File: config.mk
export PLATFORM = sky130hd
export DESIGN_NAME = tdc_capture
export DESIGN_NICKNAME = d
export VERILOG_FILES = /design/src/tdc_pkg.sv /design/src/tdc_capture.sv /design/src/tdc_in_filter.sv
export SDC_FILE = /design/constraint.sdc
export NUM_CORES = 1
export LEC_CHECK = 0
export BUFFER_PORTS_ARGS = -buffer_cell sky130_fd_sc_hd__buf_2
export CORE_ASPECT_RATIO = 0.7
export CORE_MARGIN = 2
export CORE_UTILIZATION = 58
export CTS_CLUSTER_SIZE = 10
export DETAILED_ROUTE_END_ITERATION = 16
export PLACE_DENSITY = 0.83
export SLEW_MARGIN = 20
export SYNTH_ARGS = -nofsm -noshare
export SYNTH_HDL_FRONTEND = slang
export SYNTH_SLANG_ARGS = --single-unit
File: constraint.sdc
create_clock -name pclk -period 4.3 [get_ports pclk]
set_input_delay 0.645 -clock pclk [delete_from_list [all_inputs] [get_ports pclk]]
set_output_delay 0.645 -clock pclk [all_outputs]
set_load 0.01 [all_outputs]
File: src/tdc_pkg.sv
package tdc_pkg;

   // register indices; byte address is four times the index
   localparam logic [3:0] TDC_IDX_CTL0 = 4'h0;
   localparam logic [3:0] TDC_IDX_CTL1 = 4'h1;
   localparam logic [3:0] TDC_IDX_LOAD_LO = 4'h4;
   localparam logic [3:0] TDC_IDX_LOAD_HI = 4'h5;
   localparam logic [3:0] TDC_IDX_CAP_LO = 4'ha;
   localparam logic [3:0] TDC_IDX_CAP_HI = 4'hb;

   // values after reset
   localparam logic [7:0] TDC_CTL0_RST = 8'h00;
   localparam logic [7:0] TDC_CTL1_RST = 8'h00;
   localparam logic [7:0] TDC_LOAD_RST = 8'h00;
   localparam logic [7:0] TDC_CAP_RST = 8'h00;
   localparam logic [7:0] TDC_RELOAD = 8'hff;

   // bit positions of the write-one-to-clear flags
   localparam int unsigned TDC_TO_FLAG_BIT = 5;
   localparam int unsigned TDC_FALL_FLAG_BIT = 1;
   localparam int unsigned TDC_RISE_FLAG_BIT = 0;

   // edge-select codes
   localparam logic [1:0] TDC_EDGE_FALL = 2'h0;
   localparam logic [1:0] TDC_EDGE_RISE = 2'h1;
   localparam logic [1:0] TDC_EDGE_BOTH = 2'h2;

   // glitch-filter codes and their lengths in clock cycles
   localparam logic [1:0] TDC_FILT_NONE = 2'h0;
   localparam logic [1:0] TDC_FILT_4 = 2'h1;
   localparam logic [1:0] TDC_FILT_8 = 2'h2;
   localparam logic [3:0] TDC_FILT4_CYC = 4'h4;
   localparam logic [3:0] TDC_FILT8_CYC = 4'h8;

   // control register zero layout
   typedef struct packed {
      logic enable;
      logic spare6;
      logic timeout_flag;
      logic [1:0] spare43;
      logic cap_irq_en;
      logic to_irq_en;
      logic spare0;
   } tdc_ctl0_t;

   // shared control register layout in demodulation mode
   typedef struct packed {
      logic mode_demod;
      logic input_sel;
      logic [1:0] edge_sel;
      logic [1:0] filter_sel;
      logic fall_flag;
      logic rise_flag;
   } tdc_ctl1_t;

   // counter states
   typedef enum logic [1:0] {
      TDC_ST_IDLE = 2'b01,
      TDC_ST_COUNT = 2'b10
   } tdc_state_t;

endpackage

File: src/tdc_capture.sv
// How it works
// software loads both count-load registers with all-ones before it turns demodulation on.
// once enabled the counter waits idle until the first edge of the selected polarity, then counts down.
// a later qualifying edge while counting stores the inverted counter value into a capture register.
// rising-edge captures go to the low-interval register, falling-edge captures to the high-interval one.
// each capture sets its rising or falling flag and requests an interrupt when capture interrupts are on.
// a capture also reloads the counter with all-ones and counting resumes from there.
// reaching zero sets the time-out flag, requests an interrupt if enabled, and counting goes on from all-ones.
// the high-interval capture register is eight bits of time-at-one and ignores writes.
// the low-interval capture register is eight bits of time-at-zero and ignores writes.
// edge-select 00 is falling, 01 rising, 10 both, and 11 is reserved and qualifies nothing.
// edge flags read as set after an edge, writing one clears them and writing zero keeps them.
// the input-select bit routes the port 3 line (0) or the port 2 line (1) to the edge detector.
// the filter field picks no filter, a 4-cycle or an 8-cycle glitch filter, with 11 reserved.
// the input is synchronised to the clock before edge detection so each edge gives one event.
// a capture in the same cycle as reaching zero wins, and the counter restarts from all-ones.
module tdc_capture
   import tdc_pkg::*;
#(
   parameter int unsigned ADDR_W = 8
)
(
   // clock and reset
   input wire logic pclk,
   input wire logic presetn,
   // apb slave
   input wire logic psel,
   input wire logic penable,
   input wire logic pwrite,
   input wire logic [ADDR_W-1:0] paddr,
   input wire logic [31:0] pwdata,
   output logic [31:0] prdata,
   output logic pready,
   output logic pslverr,
   // demodulator pins
   input wire logic port3_line1_input,
   input wire logic port2_line0_input,
   // interrupt requests
   output logic capture_irq,
   output logic timeout_irq
);

   tdc_ctl0_t ctl0_ff, nxt_ctl0;
   tdc_ctl1_t ctl1_ff, nxt_ctl1;
   logic [7:0] load_lo_ff, nxt_load_lo;
   logic [7:0] load_hi_ff, nxt_load_hi;
   logic [7:0] cap_lo_ff, nxt_cap_lo;
   logic [7:0] cap_hi_ff, nxt_cap_hi;
   logic [7:0] count_ff, nxt_count;
   tdc_state_t state_ff, nxt_state;
   logic [31:0] prdata_ff, nxt_prdata;
   logic level;
   logic level_prev_ff;
   logic run;
   logic rise, fall;
   logic qual_rise, qual_fall, qual;
   logic cap_rise, cap_fall, capture;
   logic reach_zero, timeout_set;
   logic wr, setup, mapped;
   logic wr_ctl0, wr_ctl1;

   // true when the bus address hits the register at this index
   function automatic logic hit(input logic [ADDR_W-1:0] addr, input logic [3:0] idx);
      hit = (addr == ADDR_W'({idx, 2'b00}));
   endfunction

   // synchronised, selected and filtered input
   tdc_in_filter u_filter (
      .pclk(pclk),
      .presetn(presetn),
      .port3_line1_input(port3_line1_input),
      .port2_line0_input(port2_line0_input),
      .input_sel(ctl1_ff.input_sel),
      .filter_sel(ctl1_ff.filter_sel),
      .level_ff(level)
   );

   // bus decode; the slave answers in the first access cycle
   always_comb begin
      setup = psel && !penable;
      wr = psel && penable && pwrite;
      mapped = hit(paddr, TDC_IDX_CTL0) || hit(paddr, TDC_IDX_CTL1) || hit(paddr, TDC_IDX_LOAD_LO)
         || hit(paddr, TDC_IDX_LOAD_HI) || hit(paddr, TDC_IDX_CAP_LO) || hit(paddr, TDC_IDX_CAP_HI);
      wr_ctl0 = wr && hit(paddr, TDC_IDX_CTL0);
      wr_ctl1 = wr && hit(paddr, TDC_IDX_CTL1);
   end

   assign pready = 1'b1;
   assign pslverr = psel && penable && !mapped;
   assign prdata = prdata_ff;

   // edge detection and qualification
   always_comb begin
      run = ctl0_ff.enable && ctl1_ff.mode_demod;
      rise = level && !level_prev_ff;
      fall = !level && level_prev_ff;
      qual_rise = rise && (ctl1_ff.edge_sel == TDC_EDGE_RISE || ctl1_ff.edge_sel == TDC_EDGE_BOTH);
      qual_fall = fall && (ctl1_ff.edge_sel == TDC_EDGE_FALL || ctl1_ff.edge_sel == TDC_EDGE_BOTH);
      qual = qual_rise || qual_fall;
      cap_rise = run && (state_ff == TDC_ST_COUNT) && qual_rise;
      cap_fall = run && (state_ff == TDC_ST_COUNT) && qual_fall;
      capture = cap_rise || cap_fall;
      reach_zero = run && (state_ff == TDC_ST_COUNT) && (count_ff == 8'h00);
      timeout_set = reach_zero && !capture;
   end

   // counter state machine
   always_comb begin
      nxt_state = state_ff;
      nxt_count = count_ff;
      if (!run) begin
         nxt_state = TDC_ST_IDLE;
         nxt_count = TDC_RELOAD;
      end else begin
         case (state_ff)
            TDC_ST_IDLE: begin
               if (qual) begin
                  nxt_state = TDC_ST_COUNT;
                  nxt_count = TDC_RELOAD;
               end
            end
            TDC_ST_COUNT: begin
               if (capture) begin
                  nxt_count = TDC_RELOAD;
               end else if (reach_zero) begin
                  nxt_count = TDC_RELOAD;
               end else begin
                  nxt_count = count_ff - 8'h01;
               end
            end
            default: begin
               nxt_state = TDC_ST_IDLE;
               nxt_count = TDC_RELOAD;
            end
         endcase
      end
   end

   // capture registers ignore bus writes
   always_comb begin
      nxt_cap_lo = cap_lo_ff;
      nxt_cap_hi = cap_hi_ff;
      if (cap_rise) begin
         nxt_cap_lo = ~count_ff;
      end
      if (cap_fall) begin
         nxt_cap_hi = ~count_ff;
      end
   end

   // software registers; hardware set wins over a write-one clear
   always_comb begin
      nxt_ctl0 = ctl0_ff;
      nxt_ctl1 = ctl1_ff;
      nxt_load_lo = load_lo_ff;
      nxt_load_hi = load_hi_ff;
      if (wr_ctl0) begin
         nxt_ctl0 = tdc_ctl0_t'(pwdata[7:0]);
         nxt_ctl0.timeout_flag = ctl0_ff.timeout_flag && !pwdata[TDC_TO_FLAG_BIT];
      end
      if (wr_ctl1) begin
         nxt_ctl1 = tdc_ctl1_t'(pwdata[7:0]);
         nxt_ctl1.fall_flag = ctl1_ff.fall_flag && !pwdata[TDC_FALL_FLAG_BIT];
         nxt_ctl1.rise_flag = ctl1_ff.rise_flag && !pwdata[TDC_RISE_FLAG_BIT];
      end
      if (wr && hit(paddr, TDC_IDX_LOAD_LO)) begin
         nxt_load_lo = pwdata[7:0];
      end
      if (wr && hit(paddr, TDC_IDX_LOAD_HI)) begin
         nxt_load_hi = pwdata[7:0];
      end
      if (timeout_set) begin
         nxt_ctl0.timeout_flag = 1'b1;
      end
      if (cap_rise) begin
         nxt_ctl1.rise_flag = 1'b1;
      end
      if (cap_fall) begin
         nxt_ctl1.fall_flag = 1'b1;
      end
   end

   // read data is latched in the setup cycle
   always_comb begin
      nxt_prdata = prdata_ff;
      if (setup) begin
         nxt_prdata = 32'h0;
         if (hit(paddr, TDC_IDX_CTL0)) begin
            nxt_prdata[7:0] = ctl0_ff;
         end else if (hit(paddr, TDC_IDX_CTL1)) begin
            nxt_prdata[7:0] = ctl1_ff;
         end else if (hit(paddr, TDC_IDX_LOAD_LO)) begin
            nxt_prdata[7:0] = load_lo_ff;
         end else if (hit(paddr, TDC_IDX_LOAD_HI)) begin
            nxt_prdata[7:0] = load_hi_ff;
         end else if (hit(paddr, TDC_IDX_CAP_LO)) begin
            nxt_prdata[7:0] = cap_lo_ff;
         end else if (hit(paddr, TDC_IDX_CAP_HI)) begin
            nxt_prdata[7:0] = cap_hi_ff;
         end
      end
   end

   // interrupt requests follow flag and enable
   assign capture_irq = ctl0_ff.cap_irq_en && (ctl1_ff.rise_flag || ctl1_ff.fall_flag);
   assign timeout_irq = ctl0_ff.to_irq_en && ctl0_ff.timeout_flag;

   // state registers
   always_ff @(posedge pclk or negedge presetn) begin
      if (!presetn) begin
         ctl0_ff <= tdc_ctl0_t'(TDC_CTL0_RST);
         ctl1_ff <= tdc_ctl1_t'(TDC_CTL1_RST);
         load_lo_ff <= TDC_LOAD_RST;
         load_hi_ff <= TDC_LOAD_RST;
         cap_lo_ff <= TDC_CAP_RST;
         cap_hi_ff <= TDC_CAP_RST;
         count_ff <= TDC_RELOAD;
         state_ff <= TDC_ST_IDLE;
         prdata_ff <= 32'h0;
         level_prev_ff <= 1'b0;
      end else begin
         ctl0_ff <= nxt_ctl0;
         ctl1_ff <= nxt_ctl1;
         load_lo_ff <= nxt_load_lo;
         load_hi_ff <= nxt_load_hi;
         cap_lo_ff <= nxt_cap_lo;
         cap_hi_ff <= nxt_cap_hi;
         count_ff <= nxt_count;
         state_ff <= nxt_state;
         prdata_ff <= nxt_prdata;
         level_prev_ff <= level;
      end
   end
endmodule

File: src/tdc_in_filter.sv
module tdc_in_filter
   import tdc_pkg::*;
(
   // clock and reset
   input wire logic pclk,
   input wire logic presetn,
   // raw pins
   input wire logic port3_line1_input,
   input wire logic port2_line0_input,
   // selection
   input wire logic input_sel,
   input wire logic [1:0] filter_sel,
   // conditioned level
   output logic level_ff
);

   logic [1:0] sync1_ff;
   logic [1:0] sync2_ff;
   logic [3:0] cnt_ff;
   logic [3:0] nxt_cnt;
   logic nxt_level;
   logic pick;
   logic [3:0] need;

   // two-stage synchroniser on both pins
   always_ff @(posedge pclk or negedge presetn) begin
      if (!presetn) begin
         sync1_ff <= 2'h0;
         sync2_ff <= 2'h0;
      end else begin
         sync1_ff <= {port2_line0_input, port3_line1_input};
         sync2_ff <= sync1_ff;
      end
   end

   // input select and glitch filter
   always_comb begin
      pick = input_sel ? sync2_ff[1] : sync2_ff[0];
      need = (filter_sel == TDC_FILT_8) ? TDC_FILT8_CYC : TDC_FILT4_CYC;
      nxt_cnt = 4'h0;
      nxt_level = level_ff;
      if (filter_sel == TDC_FILT_4 || filter_sel == TDC_FILT_8) begin
         if (pick != level_ff) begin
            if (cnt_ff + 4'h1 >= need) begin
               nxt_level = pick;
            end else begin
               nxt_cnt = cnt_ff + 4'h1;
            end
         end
      end else begin
         nxt_level = pick;
      end
   end

   // filter state
   always_ff @(posedge pclk or negedge presetn) begin
      if (!presetn) begin
         cnt_ff <= 4'h0;
         level_ff <= 1'b0;
      end else begin
         cnt_ff <= nxt_cnt;
         level_ff <= nxt_level;
      end
   end
endmodule

==> impl_metrics.ini, run 1 <==
[sta]
hold_viol = 0
max_freq_ghz = 0.388
finalWorstSetupSlack_ns = 1.72
fin_crit_sh = 0.600
slew_viol_final = 0
rsz0062_at_grt = false
fin_skew_ns = 0.00801
finalCriticalPeriod_ns = 2.58
finalSetupTns_ns = 0
finalSetupViolCount = 0
tightest_slew_ns = 0.943
maxSlewHeadroom = 0.371

[synth]
syn_avg_cell_area_sq_um = 10.4
netlist_instances = 378
synth-adder-area-share = 0.0254
synth_edf_count = 0
ys_ff_latch = 76
seq_area_frac_synth = 0.486
synth_compound_area_frac = 0.134
synth_mux_area_frac = 0.113
yosysWarningCount = 0
async_flop_share = 1.00
synth_area_sq_um = 3940
ys.flop_type = dfrtp_1
synth_xor_area_frac = 0.00667
synthSimpleGateAreaFrac = 0.156
synthDistinctLibCells = 48
synth_top_family_by_area = simple AND/OR/NAND/NOR gates

[placed_design]
pre_cts_ws_ns = 1.43
dp_hpwl_microns = 5850
placed_cell_area_sq_um = 4070
place_congestion = 0.869
io_buffers = 33

[grt]
grt_use_total = 0.246
grt.overflow.total = 0
grt_use_met2 = 0.378
grt_pass1_vias = 2760
busiest_layer = met2
grt_pass1_wl_microns = 13700
met3_usage = 0.0690
grt_max_degree = 45
antenna_found_initial = 0
gr-usage-met1 = 0.346

[routing]
drc_errors = 0
vias_per_cell = 5.71
ant_nets = 0
drt-initial-drc-count = 234
dr.pass1.iters = 4
vias = 2889
wl_per_cell_microns = 16.6
routed_wl_microns = 8390

[critical_path]
worst_ep_required_time_ns = 4.52
crit_start = paddr[2]
reg2reg_from = u_filter.cnt_ff[0]
path_max_fanout = 35
r2r_end = u_filter.cnt_ff[0]
crit_path_start_kind = primary input
cp.arrival_ns = 2.80
crit_path_end_kind = flip-flop
path_class = primary input to flip-flop
reg2reg_slack_ns = 2.09
crit_path_end = ctl1_ff[1]
r2r_cells = 7

[die]
core_sq_um = 6660
rows = 25
die_y_microns = 73.0
start_util = 0.591
fp.dieArea_sq_um = 7480
pin_count = 83
die_w_microns = 103

[job]
cap_violations = 0

[finish]
final_cell_mix = dfrtp_1 (67), nand2_1 (34), o21ai_0 (33), buf_2 (33), conb_1 (25)
layout_commonest_cell = dfrtp_1
syn_to_final_growth_pct = 8.70
final_layout_size_suffix_gt1_frac = 0.231
num-fill-cells = 551
multi_input_area_sq_um = 1820
final_util = 0.643
diodes = 0
fin_nets = 462
final_area_sq_um = 4280
seqCellArea_sq_um = 1910

[clock_network]
postCtsHoldBufs = 0
cts_root_buffer = clkbuf_8
cts-htree-levels = 3
numCtsBuffers = 9
clock-sinks = 76
cts_buffer_depth = 2
clkSlewWorstSetupHoldPaths_ns = 0.09
cts_tree = yes
cts_resized = 0
cts_setup_buffers = 0
clock_latency_ns = 0.36

[outcome]
status = complete, no violations

[power_and_ir_drop]
pwr_density_cell_nw_per_um2 = 330
power_w = 0.00141
ir_drop_v = 0.000182
leakage_nw = 2.01

[worst_hold_path]
hp-class = flip-flop to flip-flop
==> cells by family (layout without fill, tap and decap cells) <==
kind of cell / count (synthesis) / count (layout)
AOI/OAI and AO/OA: 87 / 87
xor gates and xnor gates: 3 / 3
adders and majority gates: 8 / 8
buffers and inverters: 52 / 63
DFF: 76 / 76
muxes: 38 / 38
other: 2 / 25
and+or+nand+nor: 112 / 112
==> where the power goes <==
| group | total [W] | internal (W) | switching [W] | leakage, nW |
|---|---|---|---|---|
| Sequential | 0.000737 | 0.000729 | 0.00000808 | 0.989 |
| Combinational | 0.000113 | 0.0000389 | 0.0000742 | 0.918 |
| Clock | 0.000565 | 0.000289 | 0.000277 | 0.103 |
==> per-layer routing <==
layer	vias up	part of all wire
met5	-	0
met4	0	0.013
met3	14	0.069
met2	107	0.46
met1	1403	0.46
li1	1365	-
==> state kept, by name, indices dropped and copies added (netlist names) <==
name / flops
cap_hi_ff: 8
cap_lo_ff: 8
count_ff: 8
ctl0_ff: 8
ctl1_ff: 8
level_prev_ff: 1
load_hi_ff: 8
load_lo_ff: 8
prdata: 8
state_ff: 2
u_filter.cnt_ff: 4
u_filter.level_ff: 1
u_filter.sync1_ff: 2
u_filter.sync2_ff: 2
==> layout make-up <==
cell class	count	share of cell area
inverters	12	0.0105
clock inverters	6	0.0169
flip-flops and latches	76	0.447
multi-input cells	273	0.424
clock buffers	10	0.0321
well taps	94	0.0275
repair buffers	35	0.0421
==> per-stage QoR <==
step | hold slack [ns] | instances
3_3_place_gp | 0.331 | 490
5_1_grt | 0.364 | 506
4_1_cts | 0.356 | 506
6_report | 0.351 | 506
2_1_floorplan | 0.331 | 401
3_5_place_dp | 0.336 | 490
==> critical path: stages <==
cell and delay, ns:
buf_2 0.55, nor2b_1 0.56, nand4_1 0.56, o21ai_0 0.36, nand2_1 0.10
==> Yosys cell counts (3+ instances only) <==
master	instances	share of area
dfrtp_1	67	0.43
nand2_1	34	0.032
o21ai_0	33	0.042
buf_4	26	0.050
mux2_2	21	0.060
a21oi_1	17	0.022
nor2_1	15	0.014
inv_1	12	0.011
nand2b_1	11	0.017
clkbuf_1	10	0.0095
o211ai_1	10	0.019
dfstp_2	9	0.060
mux2i_1	9	0.023
nor2b_1	9	0.014
ha_1	8	0.025
mux2_4	8	0.030
nand3_1	8	0.010
nor3b_1	7	0.013
o22ai_1	7	0.011
o31ai_1	7	0.013
or3_1	6	0.0095
and3_1	4	0.0064
nand3b_1	4	0.0076
a22oi_1	3	0.0057
nor4_1	3	0.0048
xnor2_1	3	0.0067
==> worst min-delay path by stage <==
stage | startpoint | slack (ns) | to | cells after the start
floorplan | u_filter.sync1_ff[0] | 0.33 | u_filter.sync2_ff[0] | 0
global placement | u_filter.sync1_ff[1] | 0.33 | u_filter.sync2_ff[1] | 0
detailed placement | u_filter.sync1_ff[1] | 0.34 | u_filter.sync2_ff[1] | 0
CTS | u_filter.sync1_ff[1] | 0.36 | u_filter.sync2_ff[1] | 0
global route | u_filter.sync1_ff[1] | 0.36 | u_filter.sync2_ff[1] | 0
finish | u_filter.sync1_ff[1] | 0.35 | u_filter.sync2_ff[1] | 0
No activity file was read; power rests on OpenSTA's default activity.
==> run 2: changes to the inputs <==
--- a/config.mk
+++ b/config.mk
@@ -8,10 +8,10 @@
 export BUFFER_PORTS_ARGS = -buffer_cell sky130_fd_sc_hd__buf_2
 export CORE_ASPECT_RATIO = 0.7
 export CORE_MARGIN = 2
-export CORE_UTILIZATION = 58
+export CORE_UTILIZATION = 55
 export CTS_CLUSTER_SIZE = 10
 export DETAILED_ROUTE_END_ITERATION = 16
-export PLACE_DENSITY = 0.83
+export PLACE_DENSITY = 0.79
 export SLEW_MARGIN = 20
 export SYNTH_ARGS = -nofsm -noshare
 export SYNTH_HDL_FRONTEND = slang
==> constraint.sdc (replaced) <==
create_clock -name pclk -period 2.6 [get_ports pclk]
set_input_delay 0.39 -clock pclk [delete_from_list [all_inputs] [get_ports pclk]]
set_output_delay 0.39 -clock pclk [all_outputs]
set_load 0.01 [all_outputs]
==> run 2 against run 1 <==
First-iteration DRC count up 6.8%. Count of clock-buffer cells in the layout grew 1. Setup slack lost 1.4 ns. Final cell count increased by 0.99%. Register-to-register slack lost 1.8 ns. Core utilization fell by 1.8 points. Die area grew 5.2%. Global-route usage fell by 1.3 points. Critical endpoint is now u_filter.cnt_ff[0]. Largest cell class unchanged. Largest power group unchanged.
==> impl_metrics.ini, run 2 (synthesis results as in run 1) <==
[sta]
max_freq_ghz = 0.440
tightest_slew_ns = 0.933
finalSetupViolCount = 0
rsz0062_at_grt = false
finalSetupTns_ns = 0
hold_viol = 0
finalCriticalPeriod_ns = 2.27
fin_skew_ns = 0.0137
maxSlewHeadroom = 0.378
slew_viol_final = 0
fin_crit_sh = 0.873

[critical_path]
crit_path_end_kind = flip-flop
reg2reg_from = u_filter.cnt_ff[0]
cp.arrival_ns = 2.57
crit_path_end = u_filter.cnt_ff[0]
crit_path_start_kind = flip-flop
reg2reg_slack_ns = 0.33
r2r_end = u_filter.cnt_ff[0]
worst_ep_required_time_ns = 2.90
crit_start = u_filter.cnt_ff[0]
r2r_cells = 7
path_max_fanout = 4
path_class = flip-flop to flip-flop

[placed_design]
io_buffers = 33
place_congestion = 0.853
placed_cell_area_sq_um = 4110
dp_hpwl_microns = 5910

[die]
rows = 25
fp.dieArea_sq_um = 7870
die_w_microns = 105
core_sq_um = 6850
die_y_microns = 74.8
start_util = 0.575
pin_count = 83

[worst_hold_path]
hold_depth = 1
hp-class = primary input to flip-flop

[finish]
syn_to_final_growth_pct = 8.67
seqCellArea_sq_um = 1910
num-fill-cells = 568
final_layout_size_suffix_gt1_frac = 0.235
multi_input_area_sq_um = 1820
fin_nets = 467
layout_commonest_cell = dfrtp_1
diodes = 0
final_cell_mix = dfrtp_1 (67), nand2_1 (34), o21ai_0 (33), buf_2 (32), conb_1 (25)
final_area_sq_um = 4280

[power_and_ir_drop]
leakage_nw = 2.01
pwr_density_cell_nw_per_um2 = 514
ir_drop_v = 0.000282

[grt]
grt_pass1_wl_microns = 13800
antenna_found_initial = 0
grt_max_degree = 77
grt.overflow.total = 0
grt_pass1_vias = 2753
grt_use_total = 0.233

[clock_network]
cts_setup_buffers = 0
numCtsBuffers = 9
clock_latency_ns = 0.36
cts_root_buffer = clkbuf_8
clock-sinks = 76
cts_buffer_depth = 2
cts-htree-levels = 3
postCtsHoldBufs = 0
cts_resized = 0
cts_tree = yes
clkSlewWorstSetupHoldPaths_ns = 0.09

[routing]
vias_per_cell = 5.68
wl_per_cell_microns = 16.2
dr.pass1.iters = 5
drc_errors = 0
vias = 2900
routed_wl_microns = 8290
drt-initial-drc-count = 250
ant_nets = 0

[job]
cap_violations = 0

[outcome]
status = complete, no violations
==> run 2: cell types whose count changed in the layout (fill, tap and decap cells not counted), sizes merged <==
cell	change
clkinvlp	+1
bufinv	-1
clkbuf	+1
clkinv	-1
buf	+5
==> run 2: metal layers <==
metal  up-vias  track usage  share of wire
li1       1365            -              -
met1      1415        0.323           0.48
met2       107        0.369           0.44
met3        13       0.0580          0.065
met4         0       0.0756          0.015
met5         -            0              0
==> run 2: report_power, final <==
group          switching, W  internal (W)  leakage [nW]
combinational      0.000123     0.0000680         0.943
sequential        0.0000131       0.00121         0.989
clock              0.000441      0.000350        0.0799
==> run 2: critical path, cell delays in order (launching register included) <==
cell,delay (ns)
dfrtp_1,0.42
ha_1,0.22
xnor2_1,0.23
ha_1,0.27
a21bo_2,0.19
a211oi_1,0.59
nand2_1,0.16
nor2_1,0.13
==> run 2: worst min-delay path by stage <==
stage	slack, ns	startpoint	to
final	0.13	port3_line1_input	u_filter.sync1_ff[0]
after CTS	0.11	port3_line1_input	u_filter.sync1_ff[0]
after detailed placement	0.34	u_filter.sync1_ff[1]	u_filter.sync2_ff[1]
after global placement	0.33	u_filter.sync1_ff[1]	u_filter.sync2_ff[1]
after floorplan	0.09	presetn	cap_hi_ff[0]
after global routing	0.12	port2_line0_input	u_filter.sync1_ff[1]
==> run 2: final cells by class <==
| type | instances | area share |
|---|---|---|
| Clock inverter | 5 | 0.00877 |
| Sequential cell | 76 | 0.447 |
| Timing Repair Buffer | 40 | 0.0514 |
| Inverter | 12 | 0.0105 |
| Multi-Input combinational cell | 273 | 0.424 |
| Tap cell | 94 | 0.0275 |
| Clock buffer | 11 | 0.0307 |
==> run 2: stage by stage <==
step,total power [W],setup slack [ns],util,hold WS (ns),std cells
after floorplan,0.00137,0.713,-,0.0944,401
after global placement,0.00143,0.321,0.600,0.332,495
after detailed placement,0.00143,0.298,0.600,0.337,495
after CTS,0.00222,0.358,0.625,0.115,511
after global routing,0.00230,0.194,0.625,0.116,511
final,0.00220,0.329,0.625,0.130,511
